===== config.mk =====
export PLATFORM = sky130hd
export DESIGN_NAME = srs_supply_reset_sequencer
export DESIGN_NICKNAME = d
export VERILOG_FILES = /design/src/verilog/srs_pkg.sv /design/src/verilog/srs_supply_reset_sequencer.sv
export VERILOG_INCLUDE_DIRS = /design/src /design/src/verilog
export SDC_FILE = /design/constraint.sdc
export NUM_CORES = 1
export LEC_CHECK = 0
export BUFFER_PORTS_ARGS = -buffer_cell sky130_fd_sc_hd__buf_2
export CAP_MARGIN = 20
export CORE_MARGIN = 8
export CORE_UTILIZATION = 61
export CTS_CLUSTER_DIAMETER = 120
export DETAILED_ROUTE_END_ITERATION = 16
export PLACE_DENSITY = 0.92
export SLEW_MARGIN = 15
export SYNTH_ARGS = -nofsm -noshare
export SYNTH_HDL_FRONTEND = slang
export SYNTH_SLANG_ARGS = --single-unit

===== constraint.sdc =====
create_clock -name core_clk -period 6.6 [get_ports core_clk]
set_input_delay 0.33 -clock core_clk [delete_from_list [all_inputs] [get_ports core_clk]]
set_output_delay 0.33 -clock core_clk [all_outputs]
set_load 0.01 [all_outputs]

===== src/verilog/srs_regs.svh =====
`ifndef SRS_REGS_SVH
`define SRS_REGS_SVH
// apb byte offsets
`define SRS_OFF_MODE 8'h00
`define SRS_OFF_STATUS 8'h04
`define SRS_OFF_EVENT 8'h08
`define SRS_OFF_MASK 8'h0c
`define SRS_OFF_WAKE 8'h10
// mode register fields
`define SRS_MODE_W 13
`define SRS_MODE_RST 13'h0000
`define SRS_MODE_SOFTRST 16
`define SRS_MODE_SLEEP 17
// event bits
`define SRS_EV_W 5
`define SRS_EV_MON 0
`define SRS_EV_BOD 1
`define SRS_EV_USER 2
`define SRS_EV_WAKE 3
`define SRS_EV_WDOG 4
// sampled monitor: divider exponent tops out at 2**11 = 2048
`define SRS_DIV_MAX 4'hb
`define SRS_DIV_W 11
// fast rc frequency code for 4 mhz
`define SRS_FRC_4MHZ 2'h0
// timing: clock rate and times in ns, cycles rounded up
`define SRS_CLK_MHZ 25
`define SRS_CYC(ns) ((((ns) * `SRS_CLK_MHZ) + 999) / 1000)
`define SRS_SW_STEP_NS 2000
`define SRS_REG_SETTLE_NS 20000
`define SRS_SYS_REL_NS 4000
`define SRS_CORE_REL_NS 8000
`define SRS_EXT_PULSE_NS 1000000
`define SRS_NUM_SWITCH 3
`define SRS_PIN_GUARD 2'h3
`endif


===== src/verilog/srs_pkg.sv =====
package srs_pkg;
	typedef enum logic [5:0] {
		SRS_OFF = 6'h01,
		SRS_SWITCH = 6'h02,
		SRS_REGUL = 6'h04,
		SRS_CORE = 6'h08,
		SRS_RUN = 6'h10,
		SRS_SLEEP = 6'h20
	} srs_state_t;
	typedef enum logic [2:0] {
		SRS_CAUSE_GENERAL = 3'h0,
		SRS_CAUSE_WAKEUP = 3'h1,
		SRS_CAUSE_SOFTWARE = 3'h2,
		SRS_CAUSE_USER = 3'h3,
		SRS_CAUSE_WATCHDOG = 3'h4
	} srs_cause_t;
	typedef struct packed {
		logic [3:0] sampleDiv;
		logic sampleMode;
		logic [3:0] monThresh;
		logic monEn;
		logic slowXtalSel;
		logic xtalEn;
		logic bodDis;
	} srs_mode_t;
	typedef struct packed {
		logic [15:0] wakePins;
		logic xtalStable;
		logic watchdogFire;
		logic resetPinIn;
		logic monBelow;
		logic coreBodLow;
		logic ioPorOk;
	} srs_async_t;
endpackage


===== src/verilog/srs_supply_reset_sequencer.sv =====
`timescale 1ns/1ps
`include "srs_regs.svh"
module srs_supply_reset_sequencer #(
	parameter int EXT_PULSE_CYC = `SRS_CYC(`SRS_EXT_PULSE_NS)
) (
	input wire logic core_clk,
	input wire logic rst,
	input wire logic psel,
	input wire logic penable,
	input wire logic pwrite,
	input wire logic [7:0] paddr,
	input wire logic [31:0] pwdata,
	output logic [31:0] prdata,
	output logic pready,
	output logic pslverr,
	input wire logic ioPorOk,
	input wire logic coreBodLow,
	input wire logic monBelow,
	input wire logic watchdogFire,
	input wire logic xtalStable,
	input wire logic [15:0] wakeInputPins,
	input wire logic externalResetPinIn,
	output logic externalResetPinOut,
	output logic externalResetPinOe,
	output logic [2:0] powerSwitchEn,
	output logic regulatorEn,
	output logic sysReset,
	output logic coreReset,
	output logic bodEnable,
	output logic monEnable,
	output logic [3:0] monThreshold,
	output logic rcSlowEn,
	output logic xtalSlowEn,
	output logic slowClkFromXtal,
	output logic fastRcEn,
	output logic [1:0] fastRcFreq,
	output logic masterClockFromFastRc,
	output srs_pkg::srs_cause_t resetCause,
	output logic irq
);
	import srs_pkg::*;

	localparam logic [15:0] SW_STEP_CYC = 16'(`SRS_CYC(`SRS_SW_STEP_NS));
	localparam logic [15:0] REG_CYC = 16'(`SRS_CYC(`SRS_REG_SETTLE_NS));
	localparam logic [15:0] SYS_REL_CYC = 16'(`SRS_CYC(`SRS_SYS_REL_NS));
	localparam logic [15:0] CORE_REL_CYC = 16'(`SRS_CYC(`SRS_CORE_REL_NS));
	localparam logic [31:0] EXT_CYC = 32'(EXT_PULSE_CYC);

	srs_async_t syncA_reg, syncB_reg;
	srs_mode_t mode_reg;
	srs_state_t state_reg, state_next;
	srs_cause_t cause_reg, pendCause_reg, pendCause_next;
	logic [15:0] wakeEn_reg;
	logic [`SRS_EV_W-1:0] event_reg, mask_reg, eventSet;
	logic [15:0] seqCnt_reg;
	logic [1:0] swStep_reg;
	logic [31:0] extCnt_reg;
	logic [1:0] guard_reg;
	logic [`SRS_DIV_W-1:0] divCnt_reg;
	logic monOn_reg, slowXtal_reg;
	logic [31:0] prdata_reg, rdMux;
	logic pready_reg, pslverr_reg, irq_reg;
	logic [2:0] sw_reg;
	logic regEn_reg, sysRst_reg, coreRst_reg, frcMck_reg, extOe_reg;

	// 2-flop synchronisers for all pin and analog inputs
	always_ff @(posedge core_clk)
	begin
		syncA_reg <= {wakeInputPins, xtalStable, watchdogFire, externalResetPinIn, monBelow,
			coreBodLow, ioPorOk};
		syncB_reg <= syncA_reg;
	end

	// apb decode
	wire apbAccess = psel && penable && !pready_reg;
	wire apbDone = psel && penable && pready_reg;
	wire apbWr = apbDone && pwrite;
	wire apbRdEvent = apbDone && !pwrite && paddr == `SRS_OFF_EVENT;
	wire hitMode = paddr == `SRS_OFF_MODE;
	wire hitStatus = paddr == `SRS_OFF_STATUS;
	wire hitEvent = paddr == `SRS_OFF_EVENT;
	wire hitMask = paddr == `SRS_OFF_MASK;
	wire hitWake = paddr == `SRS_OFF_WAKE;
	wire hitAny = hitMode || hitStatus || hitEvent || hitMask || hitWake;
	wire [31:0] statusWord = {16'h0000, 2'h0, state_reg, slowXtal_reg, monOn_reg,
		syncB_reg.resetPinIn, cause_reg, 2'h0};
	assign rdMux = hitMode ? {19'h00000, mode_reg} :
		hitStatus ? statusWord :
		hitEvent ? {27'h0000000, event_reg} :
		hitMask ? {27'h0000000, mask_reg} :
		hitWake ? {16'h0000, wakeEn_reg} : 32'h00000000;

	always_ff @(posedge core_clk)
	begin
		if (rst)
		begin
			pready_reg <= 1'b0;
			pslverr_reg <= 1'b0;
			prdata_reg <= 32'h00000000;
		end
		else
		begin
			pready_reg <= apbAccess;
			pslverr_reg <= apbAccess && !hitAny;
			prdata_reg <= (apbAccess && !pwrite) ? rdMux : 32'h00000000;
		end
	end

	// reset sources; cause priority is por, watchdog, brownout, software, user
	wire porLow = !syncB_reg.ioPorOk;
	wire bodTrip = !mode_reg.bodDis && syncB_reg.coreBodLow;
	wire wdTrip = syncB_reg.watchdogFire;
	wire softReq = apbWr && hitMode && pwdata[`SRS_MODE_SOFTRST];
	wire sleepReq = apbWr && hitMode && pwdata[`SRS_MODE_SLEEP];
	wire userPress = !syncB_reg.resetPinIn && !externalResetPinOe && guard_reg == 2'h0;
	wire [15:0] fastStartup = syncB_reg.wakePins & wakeEn_reg;
	wire wakeReq = |fastStartup;
	wire running = state_reg == SRS_RUN;
	wire coreRstReq = running && (wdTrip || bodTrip || softReq || userPress);
	wire coreRelease = state_reg == SRS_CORE && seqCnt_reg == CORE_REL_CYC;
	wire monTrip = monOn_reg && syncB_reg.monBelow;

	// sequencer
	always_comb
	begin
		state_next = state_reg;
		pendCause_next = pendCause_reg;
		case (state_reg)
			SRS_OFF:
				if (!porLow)
					state_next = SRS_SWITCH;
			SRS_SWITCH:
				if (seqCnt_reg == SW_STEP_CYC && swStep_reg == 2'(`SRS_NUM_SWITCH - 1))
					state_next = SRS_REGUL;
			SRS_REGUL:
				if (seqCnt_reg == REG_CYC)
					state_next = SRS_CORE;
			SRS_CORE:
				if (coreRelease)
					state_next = SRS_RUN;
			SRS_RUN:
				if (coreRstReq)
				begin
					state_next = SRS_CORE;
					pendCause_next = wdTrip ? SRS_CAUSE_WATCHDOG :
						bodTrip ? SRS_CAUSE_GENERAL :
						softReq ? SRS_CAUSE_SOFTWARE : SRS_CAUSE_USER;
				end
				else if (sleepReq)
					state_next = SRS_SLEEP;
			SRS_SLEEP:
				if (wakeReq)
				begin
					state_next = SRS_SWITCH;
					pendCause_next = SRS_CAUSE_WAKEUP;
				end
			default:
				state_next = SRS_OFF;
		endcase
		if (porLow)
		begin
			state_next = SRS_OFF;
			pendCause_next = SRS_CAUSE_GENERAL;
		end
	end

	// the manager's own reset is rst, kept apart from the core resets it drives
	always_ff @(posedge core_clk)
	begin
		if (rst)
		begin
			state_reg <= SRS_OFF;
			pendCause_reg <= SRS_CAUSE_GENERAL;
			cause_reg <= SRS_CAUSE_GENERAL;
			seqCnt_reg <= 16'h0000;
			swStep_reg <= 2'h0;
		end
		else
		begin
			state_reg <= state_next;
			pendCause_reg <= pendCause_next;
			if (coreRelease)
				cause_reg <= pendCause_reg;
			if (state_next != state_reg)
			begin
				seqCnt_reg <= 16'h0000;
				swStep_reg <= 2'h0;
			end
			else if ((state_reg == SRS_SWITCH) && seqCnt_reg == SW_STEP_CYC)
			begin
				seqCnt_reg <= 16'h0000;
				swStep_reg <= swStep_reg + 2'h1;
			end
			else if (state_reg != SRS_RUN && state_reg != SRS_SLEEP && state_reg != SRS_OFF)
				seqCnt_reg <= seqCnt_reg + 16'h0001;
		end
	end

	// power outputs follow the sequence, one switch per step
	always_ff @(posedge core_clk)
	begin
		if (rst)
		begin
			sw_reg <= 3'h0;
			regEn_reg <= 1'b0;
			sysRst_reg <= 1'b1;
			coreRst_reg <= 1'b1;
			frcMck_reg <= 1'b0;
		end
		else
		begin
			if (state_next == SRS_OFF || state_next == SRS_SLEEP)
				sw_reg <= 3'h0;
			else if (state_reg == SRS_SWITCH)
				sw_reg[swStep_reg] <= 1'b1;
			regEn_reg <= state_next == SRS_CORE || state_next == SRS_RUN;
			sysRst_reg <= !(state_next == SRS_RUN ||
				(state_reg == SRS_CORE && seqCnt_reg >= SYS_REL_CYC));
			coreRst_reg <= state_next != SRS_RUN;
			frcMck_reg <= state_next == SRS_RUN;
		end
	end

	wire extLoad = coreRstReq || porLow || (state_reg == SRS_SLEEP && wakeReq);
	// reset pin: open-drain pulse out, push-button in, short guard after the drive ends
	always_ff @(posedge core_clk)
	begin
		if (rst)
		begin
			extCnt_reg <= 32'h00000000;
			extOe_reg <= 1'b0;
			guard_reg <= `SRS_PIN_GUARD;
		end
		else
		begin
			// enable is the registered image of a nonzero next count
			extOe_reg <= extLoad || extCnt_reg > 32'h00000001;
			if (extLoad)
				extCnt_reg <= EXT_CYC;
			else if (extCnt_reg != 32'h00000000)
				extCnt_reg <= extCnt_reg - 32'h00000001;
			if (externalResetPinOe)
				guard_reg <= `SRS_PIN_GUARD; // the pin synchroniser lags the release
			else if (guard_reg != 2'h0)
				guard_reg <= guard_reg - 2'h1;
		end
	end

	// configuration; por wipes it because the i/o domain itself lost power
	always_ff @(posedge core_clk)
	begin
		if (rst || porLow)
		begin
			mode_reg <= srs_mode_t'(`SRS_MODE_RST);
			mask_reg <= 5'h00;
			wakeEn_reg <= 16'h0000;
			slowXtal_reg <= 1'b0;
		end
		else
		begin
			if (apbWr && hitMode)
				mode_reg <= srs_mode_t'(pwdata[`SRS_MODE_W-1:0]);
			if (apbWr && hitMask)
				mask_reg <= pwdata[`SRS_EV_W-1:0];
			if (apbWr && hitWake)
				wakeEn_reg <= pwdata[15:0];
			// switch only once the crystal reports stable
			slowXtal_reg <= mode_reg.slowXtalSel && mode_reg.xtalEn && syncB_reg.xtalStable;
		end
	end

	// sampled supply monitor
	wire [3:0] divSel = (mode_reg.sampleDiv > `SRS_DIV_MAX) ? `SRS_DIV_MAX : mode_reg.sampleDiv;
	wire [`SRS_DIV_W-1:0] divTop = `SRS_DIV_W'((32'h1 << divSel) - 32'h1);
	always_ff @(posedge core_clk)
	begin
		if (rst)
		begin
			divCnt_reg <= `SRS_DIV_W'h0;
			monOn_reg <= 1'b0;
		end
		else
		begin
			divCnt_reg <= (divCnt_reg >= divTop) ? `SRS_DIV_W'h0 : divCnt_reg + `SRS_DIV_W'h1;
			monOn_reg <= mode_reg.monEn && (!mode_reg.sampleMode || divCnt_reg == `SRS_DIV_W'h0);
		end
	end

	// sticky events, cleared by reading; a new event wins over the clear
	always_comb
	begin
		eventSet = 5'h00;
		eventSet[`SRS_EV_MON] = monTrip;
		eventSet[`SRS_EV_BOD] = running && bodTrip;
		eventSet[`SRS_EV_USER] = running && userPress;
		eventSet[`SRS_EV_WAKE] = state_reg == SRS_SLEEP && wakeReq;
		eventSet[`SRS_EV_WDOG] = running && wdTrip;
	end
	always_ff @(posedge core_clk)
	begin
		if (rst)
		begin
			event_reg <= 5'h00;
			irq_reg <= 1'b0;
		end
		else
		begin
			event_reg <= (apbRdEvent ? 5'h00 : event_reg) | eventSet;
			irq_reg <= |(((apbRdEvent ? 5'h00 : event_reg) | eventSet) & mask_reg);
		end
	end

	assign prdata = prdata_reg;
	assign pready = pready_reg;
	assign pslverr = pslverr_reg;
	assign externalResetPinOut = 1'b0;
	assign externalResetPinOe = extOe_reg;
	assign powerSwitchEn = sw_reg;
	assign regulatorEn = regEn_reg;
	assign sysReset = sysRst_reg;
	assign coreReset = coreRst_reg;
	assign bodEnable = !mode_reg.bodDis;
	assign monEnable = monOn_reg;
	assign monThreshold = mode_reg.monThresh;
	assign rcSlowEn = !slowXtal_reg;
	assign xtalSlowEn = mode_reg.xtalEn;
	assign slowClkFromXtal = slowXtal_reg;
	assign fastRcEn = 1'b1;
	assign fastRcFreq = `SRS_FRC_4MHZ;
	assign masterClockFromFastRc = frcMck_reg;
	assign resetCause = cause_reg;
	assign irq = irq_reg;

	a_por_reset: assert property (@(posedge core_clk) disable iff (rst)
		porLow |=> state_reg == SRS_OFF ##1 coreReset && powerSwitchEn == 3'h0)
		else $error("power-on-reset did not reset the chip");
	a_bod_core: assert property (@(posedge core_clk) disable iff (rst)
		running && bodTrip && !porLow |=> coreReset)
		else $error("brownout did not assert core reset");
	a_bod_enable: assert property (@(posedge core_clk) disable iff (rst)
		$past(porLow) |-> bodEnable)
		else $error("brownout detector not enabled after por");
	a_mon_sample: assert property (@(posedge core_clk) disable iff (rst)
		monEnable && mode_reg.sampleMode && divTop != 11'h0 && $stable(mode_reg) |=> !monEnable)
		else $error("sampled monitor on for two cycles");
	a_cause_hold: assert property (@(posedge core_clk) disable iff (rst)
		!$past(coreRelease) |-> $stable(cause_reg))
		else $error("reset cause changed outside a release");
	a_pin_pulse: assert property (@(posedge core_clk) disable iff (rst)
		coreRstReq && !porLow |=> externalResetPinOe [*8])
		else $error("reset pin pulse too short");
	a_order_rel: assert property (@(posedge core_clk) disable iff (rst)
		$fell(coreReset) |-> !sysReset && regulatorEn && powerSwitchEn == 3'h7)
		else $error("core released out of order");
	a_slow_excl: assert property (@(posedge core_clk) disable iff (rst)
		slowClkFromXtal |-> $past(xtalSlowEn) && !rcSlowEn)
		else $error("selected slow oscillator off or both on");
	a_wake_seq: assert property (@(posedge core_clk) disable iff (rst)
		state_reg == SRS_SLEEP && wakeReq && !porLow |=> state_reg == SRS_SWITCH ##1
		powerSwitchEn == 3'h1)
		else $error("wake did not rerun power sequence");
	a_mck_start: assert property (@(posedge core_clk) disable iff (rst)
		$fell(coreReset) |-> masterClockFromFastRc && fastRcFreq == `SRS_FRC_4MHZ)
		else $error("master clock not on fast rc at startup");
endmodule // srs_supply_reset_sequencer


==> results of run 1 <==
## through the flow
stage	instances	worst slack [ps]	power, mW	hold slack, ps	area (um2)
floorplan	890	3909	1.293	309.6	7888
global placement	1088	3216	1.322	310.0	8229
detailed placement	1088	3186	1.328	312.1	8229
CTS	1141	3152	2.361	12.55	9049
global route	1143	2741	2.441	0.7917	9054
finish	1143	2930	2.369	3.140	9054
## power by group
part | switching, mW | internal (mW) | leakage, nW | total [mW]
clock | 0.468 | 0.583 | 0.300 | 1.05
combinational | 0.0851 | 0.0602 | 1.63 | 0.145
sequential | 0.0191 | 1.15 | 1.53 | 1.17
## logic make-up (layout without fill, tap and decap cells)
kind of cell               count (synthesis)  after routing
other                                      2             22
adders and majority gates                 23             23
xor gates and xnor gates                  55             55
and+or+nand+nor                          362            362
DFF                                      187            187
muxes                                     15             15
buffers and inverters                     93            172
AOI/OAI and AO/OA                        135            135
## worst min path at each step
stage,from,end,cells past startpoint
6_report,ioPorOk,syncA_reg[0]$_DFF_P_,1
5_1_grt,ioPorOk,syncA_reg[0]$_DFF_P_,1
4_1_cts,ioPorOk,syncA_reg[0]$_DFF_P_,1
3_5_place_dp,syncA_reg[3]$_DFF_P_,statusWord[5]$_DFF_P_,0
3_3_place_gp,syncA_reg[5]$_DFF_P_,syncB_reg[5]$_DFF_P_,0
2_1_floorplan,syncA_reg[3]$_DFF_P_,statusWord[5]$_DFF_P_,0
## critical path: cells and delay by family (launching register included)
family / cells / cell delay [ps]
AO/OA/AOI/OAI: 3 / 1220
adder cells (fa/ha/maj): 1 / 230
buffers and inverters: 1 / 50
flip-flops: 1 / 360
AND/OR/NAND/NOR: 4 / 1700
## synthesized netlist by cell type, types with 7 or more instances
library cell | instances | share of area [%]
sky130_fd_sc_hd__a22oi_1 | 8 | 0.77
sky130_fd_sc_hd__inv_1 | 23 | 1.1
sky130_fd_sc_hd__dfxtp_1 | 187 | 48
sky130_fd_sc_hd__nor3_1 | 36 | 2.3
sky130_fd_sc_hd__nor4_1 | 23 | 1.8
sky130_fd_sc_hd__xnor2_1 | 38 | 4.3
sky130_fd_sc_hd__nand3_1 | 31 | 2.0
sky130_fd_sc_hd__xor2_1 | 17 | 1.9
sky130_fd_sc_hd__a22o_1 | 7 | 0.78
sky130_fd_sc_hd__a222oi_1 | 13 | 1.7
sky130_fd_sc_hd__nor2_1 | 111 | 5.3
sky130_fd_sc_hd__nand2b_1 | 10 | 0.80
sky130_fd_sc_hd__and3_1 | 12 | 0.96
sky130_fd_sc_hd__nand2_1 | 82 | 3.9
sky130_fd_sc_hd__clkbuf_1 | 39 | 1.9
sky130_fd_sc_hd__nor2b_1 | 10 | 0.80
sky130_fd_sc_hd__nand4_1 | 7 | 0.56
sky130_fd_sc_hd__buf_4 | 27 | 2.6
sky130_fd_sc_hd__ha_1 | 23 | 3.7
sky130_fd_sc_hd__mux2i_1 | 9 | 1.2
sky130_fd_sc_hd__a21oi_1 | 60 | 3.8
sky130_fd_sc_hd__or4_1 | 8 | 0.77
sky130_fd_sc_hd__o21ai_0 | 11 | 0.70
## final cells by class
cell class | instances | area [um2] | share of cell area (%)
Antenna cell | 2 | 5.005 | 0.05528
Clock buffer | 18 | 439.2 | 4.851
Clock inverter | 14 | 170.2 | 1.879
Inverter | 23 | 86.33 | 0.9536
Multi-Input combinational cell | 610 | 3691 | 40.77
Sequential cell | 187 | 3744 | 41.35
Tap cell | 172 | 215.2 | 2.377
Timing Repair Buffer | 117 | 703.2 | 7.767
## per-layer routing
metal | GRT usage [%] | vias up
met5 | 0 | -
met4 | 15.20 | 4
met3 | 7.601 | 103
met2 | 43.54 | 376
met1 | 27.19 | 3186
li1 | - | 3182
## repair_timing
action,4_1_cts,5_1_grt
gates resized for setup,0,0
buffers inserted,0,0
hold buffers,21,0
endpoints found under the hold margin,21,0
==> results_tabular.tex, run 1 <==
\begin{tabular}{lr}
\hline
Metric & Value \\
\hline
\multicolumn{2}{l}{\textbf{Outcome}} \\
\quad Result of the run & finished, final reports clean \\
\multicolumn{2}{l}{\textbf{Logic synthesis}} \\
\quad Mux contribution to synthesized area & 2.016\% \\
\quad Xor and xnor area share after synthesis & 6.160\% \\
\quad EDFF count, synth & 0 \\
\quad Largest family of logic cells by synthesized area & simple AND/OR/NAND/NOR gates \\
\quad Number of cells produced by synthesis & 872 \\
\quad Leading register cell type out of synthesis & sky130\_fd\_sc\_hd\_\_dfxtp\_1 \\
\quad Compound-gate portion of the synthesized area & 11.76\% \\
\quad FF+latch count, synth & 187 \\
\quad Average cell area after synthesis & 8.968 um2 \\
\quad Async SR Flop Fraction & 0\% \\
\quad Synth Area in Adders & 3.680\% \\
\quad Combined area of all synthesized cells & 7820 um2 \\
\quad Synthesis warning total & 0 \\
\quad Sequential share of the synthesized area & 47.87\% \\
\quad Synthesized-area fraction occupied by and/or/nand/nor cells & 22.62\% \\
\quad Count of different cell masters after synthesis & 57 \\
\multicolumn{2}{l}{\textbf{Worst setup path}} \\
\quad CP max stage delay & 690 ps \\
\quad Number of cells traversed by the worst register-to-register path & 9 \\
\quad Flop-to-flop setup slack & 2930 ps \\
\quad Critical register-to-register path endpoint & extCnt\_reg[1]\$\_SDFFE\_PP0P\_ \\
\quad Endpoint type of the worst setup path & flop \\
\quad Worst-path cell chain & inv\_1, ha\_1, nor3b\_1, nor3\_1, a21boi\_1, nand2b\_1, a21boi\_1, nand2b\_1, a211oi\_1 \\
\quad Crit path required time & 6950 ps \\
\quad Classification of the worst setup path & flop to flop \\
\quad Arrival time at the worst endpoint & 4020 ps \\
\quad CP Max Fanout & 26 \\
\quad Worst setup path endpoint & extCnt\_reg[1]\$\_SDFFE\_PP0P\_ \\
\quad Launching instance or port of the critical path & guard\_reg[0]\$\_SDFFE\_PP1P\_ \\
\quad Worst R2R Start & guard\_reg[0]\$\_SDFFE\_PP1P\_ \\
\quad Kind of start point of the critical path & flop \\
\quad Slowest cell on the critical path & sky130\_fd\_sc\_hd\_\_nand2b\_1 \\
\multicolumn{2}{l}{\textbf{Power}} \\
\quad Power per Cell Area & 261.7 nW/um2 \\
\quad Standby leakage power & 3.461 nW \\
\quad Peak supply drop & 0.2486 mV \\
\multicolumn{2}{l}{\textbf{Drt}} \\
\quad Routed length on met3 & 1804 um \\
\quad Highest signal layer in the routed design & met5 \\
\quad Routed len/inst & 18.09 um \\
\quad Remaining routing DRC violations & 0 \\
\quad Post-detailed-route count of antenna-violating nets & 0 \\
\quad Routed metal-1 wirelength & 7609 um \\
\quad Detailed router's first-iteration violation count & 830 \\
\quad Wire length after detailed routing & 20670 um \\
\quad Total number of vias & 6851 \\
\quad First-pass iteration count of the detailed router & 7 \\
\quad Number of vias per cell & 5.994 \\
\quad Sum of met2 wire segment lengths after detailed routing & 10180 um \\
\multicolumn{2}{l}{\textbf{Global routing}} \\
\quad Via count of the first global-routing pass & 6865 \\
\quad Number of antenna violations at the first check in global routing & 4 \\
\quad Maximum number of pins on one net before global-route repair & 40 \\
\quad Sum of overflow across all layers after global routing & 0 \\
\quad Wire length of the first global-routing pass & 33490 um \\
\quad GR Util All Layers & 25.40\% \\
\multicolumn{2}{l}{\textbf{CTS}} \\
\quad CTS tree & built \\
\quad Maximum buffer depth of the clock tree & 2 \\
\quad Clock network latency to the later pin of the worst-skew pair & 450 ps \\
\quad Clock sinks & 187 \\
\quad Post-CTS clock slew at the launch and capture registers of the worst setup and hold paths & 70 ps \\
\quad Number of buffers created by CTS & 17 \\
\quad H-tree depth reported by CTS & 4 \\
\quad Buffer cell driving the clock tree root & sky130\_fd\_sc\_hd\_\_clkbuf\_16 \\
\multicolumn{2}{l}{\textbf{STA}} \\
\quad Worst slew margin relative to its limit & 36.52\% \\
\quad Final worst path period share & 55.61\% \\
\quad Minimum clock period & 3670 ps \\
\quad Fin. Hold Viols & 0 \\
\quad Transition time of the tightest slew-check pin & 952.2 ps \\
\quad Unrepaired setup endpoints after global routing & false \\
\quad Worst setup skew after layout & 10.81 ps \\
\quad Fmax & 272.5 MHz \\
\quad Setup TNS & 0 ps \\
\quad Number of setup violations in the final report & 0 \\
\quad Count of final max-slew check failures & 0 \\
\multicolumn{2}{l}{\textbf{Final layout}} \\
\quad Core Util, Final & 72.04\% \\
\quad Share of post-route cells with drive strength above 1 & 14.76\% \\
\quad Most common cell after layout, fill and taps aside & sky130\_fd\_sc\_hd\_\_dfxtp\_1 \\
\quad Relative area change from synthesis to final layout & 15.78\% \\
\quad FILL cells & 840 \\
\quad Max reg flops & 32 \\
\quad Most used cells in the layout excluding fill and tap cells & sky130\_fd\_sc\_hd\_\_dfxtp\_1, sky130\_fd\_sc\_hd\_\_nor2\_1, sky130\_fd\_sc\_hd\_\_buf\_2 \\
\quad Number of nets at the end of the flow & 1046 \\
\multicolumn{2}{l}{\textbf{Placed design}} \\
\quad DP Wirelength & 13330 um \\
\quad Gpl congestion & 0.9103 \\
\quad Input/output buffers & 91 \\
\multicolumn{2}{l}{\textbf{Job}} \\
\quad Reported max-cap violation count & 0 \\
\multicolumn{2}{l}{\textbf{Floorplan}} \\
\quad Die outline height & 129.2 um \\
\quad Area of the core & 12570 um2 \\
\quad I/O pins & 126 \\
\quad Row count & 41 \\
\quad Width of the chip & 129.2 um \\
\quad Die Footprint & 16700 um2 \\
\quad Starting utilization of the core area & 62.22\% \\
\multicolumn{2}{l}{\textbf{Hold path}} \\
\quad Class of the worst hold path & primary input to flop \\
\hline
\end{tabular}
Power figures use the tool's default switching activity.
==> inputs of run 2 (changes only) <==
--- a/config.mk
+++ b/config.mk
@@ -9,10 +9,10 @@
 export BUFFER_PORTS_ARGS = -buffer_cell sky130_fd_sc_hd__buf_2
 export CAP_MARGIN = 20
 export CORE_MARGIN = 8
-export CORE_UTILIZATION = 61
+export CORE_UTILIZATION = 51
 export CTS_CLUSTER_DIAMETER = 120
 export DETAILED_ROUTE_END_ITERATION = 16
-export PLACE_DENSITY = 0.92
+export PLACE_DENSITY = 0.83
 export SLEW_MARGIN = 15
 export SYNTH_ARGS = -nofsm -noshare
 export SYNTH_HDL_FRONTEND = slang
==> constraint.sdc (replaced) <==
create_clock -name core_clk -period 3 [get_ports core_clk]
set_input_delay 0.15 -clock core_clk [delete_from_list [all_inputs] [get_ports core_clk]]
set_output_delay 0.15 -clock core_clk [all_outputs]
set_load 0.01 [all_outputs]
==> results_tabular.tex, run 2 (synthesis results as in run 1) <==
\begin{tabular}{lr}
\hline
Metric & Value \\
\hline
\multicolumn{2}{l}{\textbf{Final layout}} \\
\quad FILL cells & 1168 \\
\quad Relative area change from synthesis to final layout & 19.47\% \\
\quad Share of post-route cells with drive strength above 1 & 15.65\% \\
\quad Cell area after layout & 9343 um2 \\
\quad Number of nets at the end of the flow & 1074 \\
\quad Max reg flops & 32 \\
\quad Most used cells in the layout excluding fill and tap cells & sky130\_fd\_sc\_hd\_\_dfxtp\_1, sky130\_fd\_sc\_hd\_\_nor2\_1, sky130\_fd\_sc\_hd\_\_buf\_2 \\
\quad Non-Filler Instances & 1186 \\
\quad Core Util, Final & 61.92\% \\
\quad Most common cell after layout, fill and taps aside & sky130\_fd\_sc\_hd\_\_dfxtp\_1 \\
\multicolumn{2}{l}{\textbf{Worst setup path}} \\
\quad Classification of the worst setup path & flop to flop \\
\quad Kind of start point of the critical path & flop \\
\quad Arrival time at the worst endpoint & 3180 ps \\
\quad Crit path required time & 3310 ps \\
\quad CP Max Fanout & 5 \\
\quad Endpoint type of the worst setup path & flop \\
\multicolumn{2}{l}{\textbf{STA}} \\
\quad Number of setup violations in the final report & 0 \\
\quad Worst setup skew after layout & 9.603 ps \\
\quad Worst slew margin relative to its limit & 46.69\% \\
\quad Unrepaired setup endpoints after global routing & false \\
\quad Fmax & 349.5 MHz \\
\quad Hold slack final & 37.49 ps \\
\quad Minimum clock period & 2862 ps \\
\quad Count of final max-slew check failures & 0 \\
\quad Fin. Hold Viols & 0 \\
\quad Setup TNS & 0 ps \\
\quad Final worst path period share & 95.39\% \\
\quad Transition time of the tightest slew-check pin & 788.5 ps \\
\multicolumn{2}{l}{\textbf{Floorplan}} \\
\quad Die Footprint & 19550 um2 \\
\quad Die outline height & 139.8 um \\
\quad I/O pins & 126 \\
\quad Row count & 45 \\
\quad Area of the core & 15090 um2 \\
\quad Starting utilization of the core area & 51.82\% \\
\quad Width of the chip & 139.8 um \\
\multicolumn{2}{l}{\textbf{CTS}} \\
\quad H-tree depth reported by CTS & 4 \\
\quad Clock sinks & 187 \\
\quad Buffer cell driving the clock tree root & sky130\_fd\_sc\_hd\_\_clkbuf\_16 \\
\quad Post-CTS clock slew at the launch and capture registers of the worst setup and hold paths & 70 ps \\
\quad CTS tree & built \\
\quad Number of buffers created by CTS & 17 \\
\quad Maximum buffer depth of the clock tree & 2 \\
\quad Clock network latency to the later pin of the worst-skew pair & 430 ps \\
\multicolumn{2}{l}{\textbf{Placed design}} \\
\quad DP Wirelength & 13380 um \\
\quad Placed cell count & 1115 \\
\quad Area after DPL & 8332 um2 \\
\quad Gpl congestion & 0.9314 \\
\quad Input/output buffers & 91 \\
\multicolumn{2}{l}{\textbf{Power}} \\
\quad Standby leakage power & 3.587 nW \\
\quad Power per Cell Area & 563.6 nW/um2 \\
\quad Peak supply drop & 0.5664 mV \\
\multicolumn{2}{l}{\textbf{Global routing}} \\
\quad GR Util All Layers & 20.85\% \\
\quad Maximum number of pins on one net before global-route repair & 39 \\
\quad GR Layer Usage met3 & 5.267\% \\
\quad Number of antenna violations at the first check in global routing & 1 \\
\quad Peak-usage layer in the global routing report & met2 \\
\quad Sum of overflow across all layers after global routing & 0 \\
\quad Met2 Use GR & 35.03\% \\
\quad Wire length of the first global-routing pass & 33270 um \\
\quad Met1 capacity usage during global routing & 23.73\% \\
\quad Via count of the first global-routing pass & 6717 \\
\multicolumn{2}{l}{\textbf{Drt}} \\
\quad Total number of vias & 6832 \\
\quad Post-detailed-route count of antenna-violating nets & 0 \\
\quad Detailed router's first-iteration violation count & 631 \\
\quad Routed len/inst & 17.28 um \\
\quad Remaining routing DRC violations & 0 \\
\quad First-pass iteration count of the detailed router & 6 \\
\quad Number of vias per cell & 5.761 \\
\quad Wire length after detailed routing & 20490 um \\
\multicolumn{2}{l}{\textbf{Job}} \\
\quad Reported max-cap violation count & 0 \\
\multicolumn{2}{l}{\textbf{Hold path}} \\
\quad Class of the worst hold path & primary input to flop \\
\multicolumn{2}{l}{\textbf{Outcome}} \\
\quad Result of the run & finished, final reports clean \\
\hline
\end{tabular}
-- run 2: cell types whose count changed in the layout (fill, tap and decap cells not counted), sizes merged --
cell         before  now
dlygate4sd3      21   38
diode             2    1
buf              96  107
inv              31   32
clkbuf           18   17
-- run 2: report_power, final --
group / total, mW / internal, mW / switching (mW) / leakage [nW]
combinational: 0.343 / 0.153 / 0.190 / 1.76
sequential: 2.58 / 2.54 / 0.0399 / 1.53
clock: 2.34 / 1.28 / 1.07 / 0.301
total: 5.27 / 3.97 / 1.30 / 3.59
-- run 2: area by class of cell --
class	instances	area [um2]	share of cell area, %
flip-flops and latches	187	3744	40.07
well taps	188	235.2	2.518
diodes	1	2.502	0.02678
repair buffers	145	955.9	10.23
clock buffers	17	425.4	4.553
multi-input cells	610	3699	39.59
inverters	23	86.33	0.9241
clock inverters	15	195.2	2.089
-- run 2: worst max-delay path, cell delays in order, from the launching register on --
cell and delay [ps]:
sky130_fd_sc_hd__dfxtp_1 360, sky130_fd_sc_hd__or4_1 600, sky130_fd_sc_hd__or4_1 510, sky130_fd_sc_hd__or4_4 490, sky130_fd_sc_hd__o311ai_4 290, sky130_fd_sc_hd__buf_4 190, sky130_fd_sc_hd__nor4_1 70, sky130_fd_sc_hd__xnor2_1 150
sky130_fd_sc_hd__nor2_1 70
-- run 2: what timing repair did --
action	CTS	global route
hold endpoints to repair	50	0
resized for setup	0	2
buffers inserted	0	0
hold buffers	38	0
endpoints found under the setup margin	0	11
-- run 2: metrics by stage --
step | setup WS, ps | power, mW
3_3_place_gp | 267.0 | 2.920
4_1_cts | 152.8 | 5.270
6_report | 138.4 | 5.265
5_1_grt | 39.03 | 5.423
2_1_floorplan | 309.4 | 2.844
3_5_place_dp | 224.5 | 2.926
-- run 2: worst paths after layout --
check / slack, ps / endpoint / from / depth (start not counted)
setup / recovery: 140 / extCnt_reg[31]$_SDFFE_PP0P_ / extCnt_reg[23]$_SDFFE_PP0P_ / 8
hold / removal: 40 / pready$_SDFF_PP0_ / psel / 3
setup reg to reg: 140 / extCnt_reg[31]$_SDFFE_PP0P_ / extCnt_reg[23]$_SDFFE_PP0P_ / 8
hold reg to reg: 330 / syncB_reg[1]$_DFF_P_ / syncA_reg[1]$_DFF_P_ / 0
-- run 2: per-layer routing --
layer  wire length (um)  vias to the layer above  part of all wire [%]
met1               8152                     3204                    40
met3               1386                       75                   6.8
met5                  0                        -                     0
met2              10010                      326                    49
met4                942                        0                   4.6
li1                   -                     3227                     -
==> inputs of run 3 (changes only) <==
--- a/config.mk
+++ b/config.mk
@@ -8,7 +8,7 @@
 export LEC_CHECK = 0
 export BUFFER_PORTS_ARGS = -buffer_cell sky130_fd_sc_hd__buf_2
 export CAP_MARGIN = 20
-export CORE_MARGIN = 8
+export CORE_MARGIN = 2
 export CORE_UTILIZATION = 51
 export CTS_CLUSTER_DIAMETER = 120
 export DETAILED_ROUTE_END_ITERATION = 16
==> results_tabular.tex, run 3 (synthesis results as in run 1) <==
\begin{tabular}{lr}
\hline
Metric & Value \\
\hline
\multicolumn{2}{l}{\textbf{Worst setup path}} \\
\quad CP Max Fanout & 8 \\
\quad Classification of the worst setup path & flop to flop \\
\quad CP max stage delay & 590 ps \\
\quad Kind of start point of the critical path & flop \\
\quad Slowest cell on the critical path & sky130\_fd\_sc\_hd\_\_or4\_1 \\
\quad Endpoint type of the worst setup path & flop \\
\quad Launching instance or port of the critical path & extCnt\_reg[23]\$\_SDFFE\_PP0P\_ \\
\quad Worst R2R Start & extCnt\_reg[23]\$\_SDFFE\_PP0P\_ \\
\quad Crit path buffers/inverters & 1 \\
\quad Arrival time at the worst endpoint & 3190 ps \\
\quad Largest delay share family, worst path & simple AND/OR/NAND/NOR gates \\
\quad Crit path required time & 3320 ps \\
\quad Worst-path cell chain & or4\_1, or4\_1, or4\_4, o311ai\_4, buf\_4, nor2\_1, xnor2\_1, nor2\_1 \\
\multicolumn{2}{l}{\textbf{Drt}} \\
\quad Sum of met2 wire segment lengths after detailed routing & 9555 um \\
\quad Remaining routing DRC violations & 0 \\
\quad Detailed router's first-iteration violation count & 702 \\
\quad Total number of vias & 6771 \\
\quad Wire length after detailed routing & 19440 um \\
\quad Routed metal-1 wirelength & 7917 um \\
\quad Post-detailed-route count of antenna-violating nets & 0 \\
\quad Highest signal layer in the routed design & met4 \\
\quad Routed length on met3 & 1208 um \\
\quad Number of vias per cell & 5.690 \\
\quad First-pass iteration count of the detailed router & 8 \\
\quad Routed len/inst & 16.34 um \\
\multicolumn{2}{l}{\textbf{STA}} \\
\quad Minimum clock period & 2867 ps \\
\quad Worst slew margin relative to its limit & 50.56\% \\
\quad Fin. Hold Viols & 0 \\
\quad Fmax & 348.8 MHz \\
\quad Number of setup violations in the final report & 0 \\
\quad Setup TNS & 0 ps \\
\quad Count of final max-slew check failures & 0 \\
\quad Worst setup skew after layout & 16.59 ps \\
\quad Final worst path period share & 95.56\% \\
\quad Hold slack final & 26.48 ps \\
\quad Transition time of the tightest slew-check pin & 741.5 ps \\
\quad Post-layout worst setup margin & 133.2 ps \\
\multicolumn{2}{l}{\textbf{CTS}} \\
\quad Post-CTS setup buffer count & 0 \\
\quad Buffer cell driving the clock tree root & sky130\_fd\_sc\_hd\_\_clkbuf\_16 \\
\quad Post-CTS clock slew at the launch and capture registers of the worst setup and hold paths & 70 ps \\
\quad H-tree depth reported by CTS & 4 \\
\quad Clock network latency to the later pin of the worst-skew pair & 440 ps \\
\quad Maximum buffer depth of the clock tree & 2 \\
\quad Number of buffers created by CTS & 17 \\
\quad CTS tree & built \\
\quad Clock sinks & 187 \\
\multicolumn{2}{l}{\textbf{Global routing}} \\
\quad Wire length of the first global-routing pass & 31120 um \\
\quad Via count of the first global-routing pass & 6291 \\
\quad GR Util All Layers & 24.02\% \\
\quad Maximum number of pins on one net before global-route repair & 39 \\
\quad Number of antenna violations at the first check in global routing & 2 \\
\quad Sum of overflow across all layers after global routing & 0 \\
\multicolumn{2}{l}{\textbf{Final layout}} \\
\quad Most used cells in the layout excluding fill and tap cells & sky130\_fd\_sc\_hd\_\_dfxtp\_1, sky130\_fd\_sc\_hd\_\_nor2\_1, sky130\_fd\_sc\_hd\_\_buf\_2 \\
\quad Max reg flops & 32 \\
\quad Relative area change from synthesis to final layout & 19.54\% \\
\quad Cell area after layout & 9348 um2 \\
\quad Number of nets at the end of the flow & 1076 \\
\quad Share of post-route cells with drive strength above 1 & 15.62\% \\
\quad Most common cell after layout, fill and taps aside & sky130\_fd\_sc\_hd\_\_dfxtp\_1 \\
\multicolumn{2}{l}{\textbf{Power}} \\
\quad Power per Cell Area & 556.9 nW/um2 \\
\quad Post-layout power & 5.205 mW \\
\quad Peak supply drop & 0.4503 mV \\
\quad Standby leakage power & 3.597 nW \\
\multicolumn{2}{l}{\textbf{Floorplan}} \\
\quad Row count & 45 \\
\quad Area of the core & 15090 um2 \\
\quad Width of the chip & 127.8 um \\
\quad Die Footprint & 16340 um2 \\
\quad Die outline height & 127.8 um \\
\quad Starting utilization of the core area & 51.82\% \\
\quad I/O pins & 126 \\
\multicolumn{2}{l}{\textbf{Hold path}} \\
\quad Class of the worst hold path & primary input to flop \\
\quad Source of the worst hold timing path & psel \\
\multicolumn{2}{l}{\textbf{Outcome}} \\
\quad Result of the run & finished, final reports clean \\
\multicolumn{2}{l}{\textbf{Placed design}} \\
\quad Post-placement worst setup slack & 168.6 ps \\
\quad Gpl congestion & 0.8610 \\
\quad Area after DPL & 8347 um2 \\
\quad DP Wirelength & 12790 um \\
\quad Input/output buffers & 91 \\
\multicolumn{2}{l}{\textbf{Job}} \\
\quad Reported max-cap violation count & 0 \\
\hline
\end{tabular}
-- run 3: power breakdown --
group          internal (mW)  switching [mW]  total (mW)  leakage (nW)
registers               2.54          0.0402        2.58          1.53
clock network           1.24            1.05        2.28         0.299
logic                  0.155           0.189       0.344          1.77
total                   3.93            1.28        5.21          3.60
-- run 3: worst register-to-register path, delay by kind of cell, from the launching register on --
kind / cells / cell delay, ps
simple gates: 5 / 1690
flops: 1 / 350
compound gates: 1 / 330
buf+inv: 1 / 220
xor+xnor: 1 / 160
-- run 3: repair_timing --
| action | CTS | global route |
|---|---|---|
| endpoints found under the setup margin | 0 | 11 |
| gates resized for setup | 0 | 1 |
| hold buffers | 38 | 0 |
| hold endpoints to repair | 48 | 0 |
-- run 3: layout make-up --
type / instances / area (um2)
Multi-Input combinational cell: 610 / 3696
Inverter: 23 / 86.33
Tap cell: 188 / 235.2
Timing Repair Buffer: 147 / 970.9
Fill cell: 1218 / 5742
Antenna cell: 3 / 7.507
Sequential cell: 187 / 3744
Clock buffer: 20 / 456.7
Clock inverter: 12 / 151.4
-- run 3: per-stage QoR --
step	util, %	std cells
after floorplan	-	890
after global placement	55.32	1117
after detailed placement	55.32	1117
after CTS	61.87	1187
after global routing	61.93	1189
final	61.95	1190
-- run 3: path summary, 6_finish.rpt --
path                                 end  slack (ps)  cells past startpoint
max reg2reg  extCnt_reg[19]$_SDFFE_PP0P_         130                      8
min reg2reg        syncB_reg[15]$_DFF_P_         330                      0
max          extCnt_reg[19]$_SDFFE_PP0P_         130                      8
min                    pready$_SDFF_PP0_          30                      3
-- run 3: metal layers --
layer	global-route usage, %	vias to the layer above
li1	-	3241
met1	29.12	3197
met4	11.31	0
met5	0	-
met2	40.64	259
met3	5.342	74
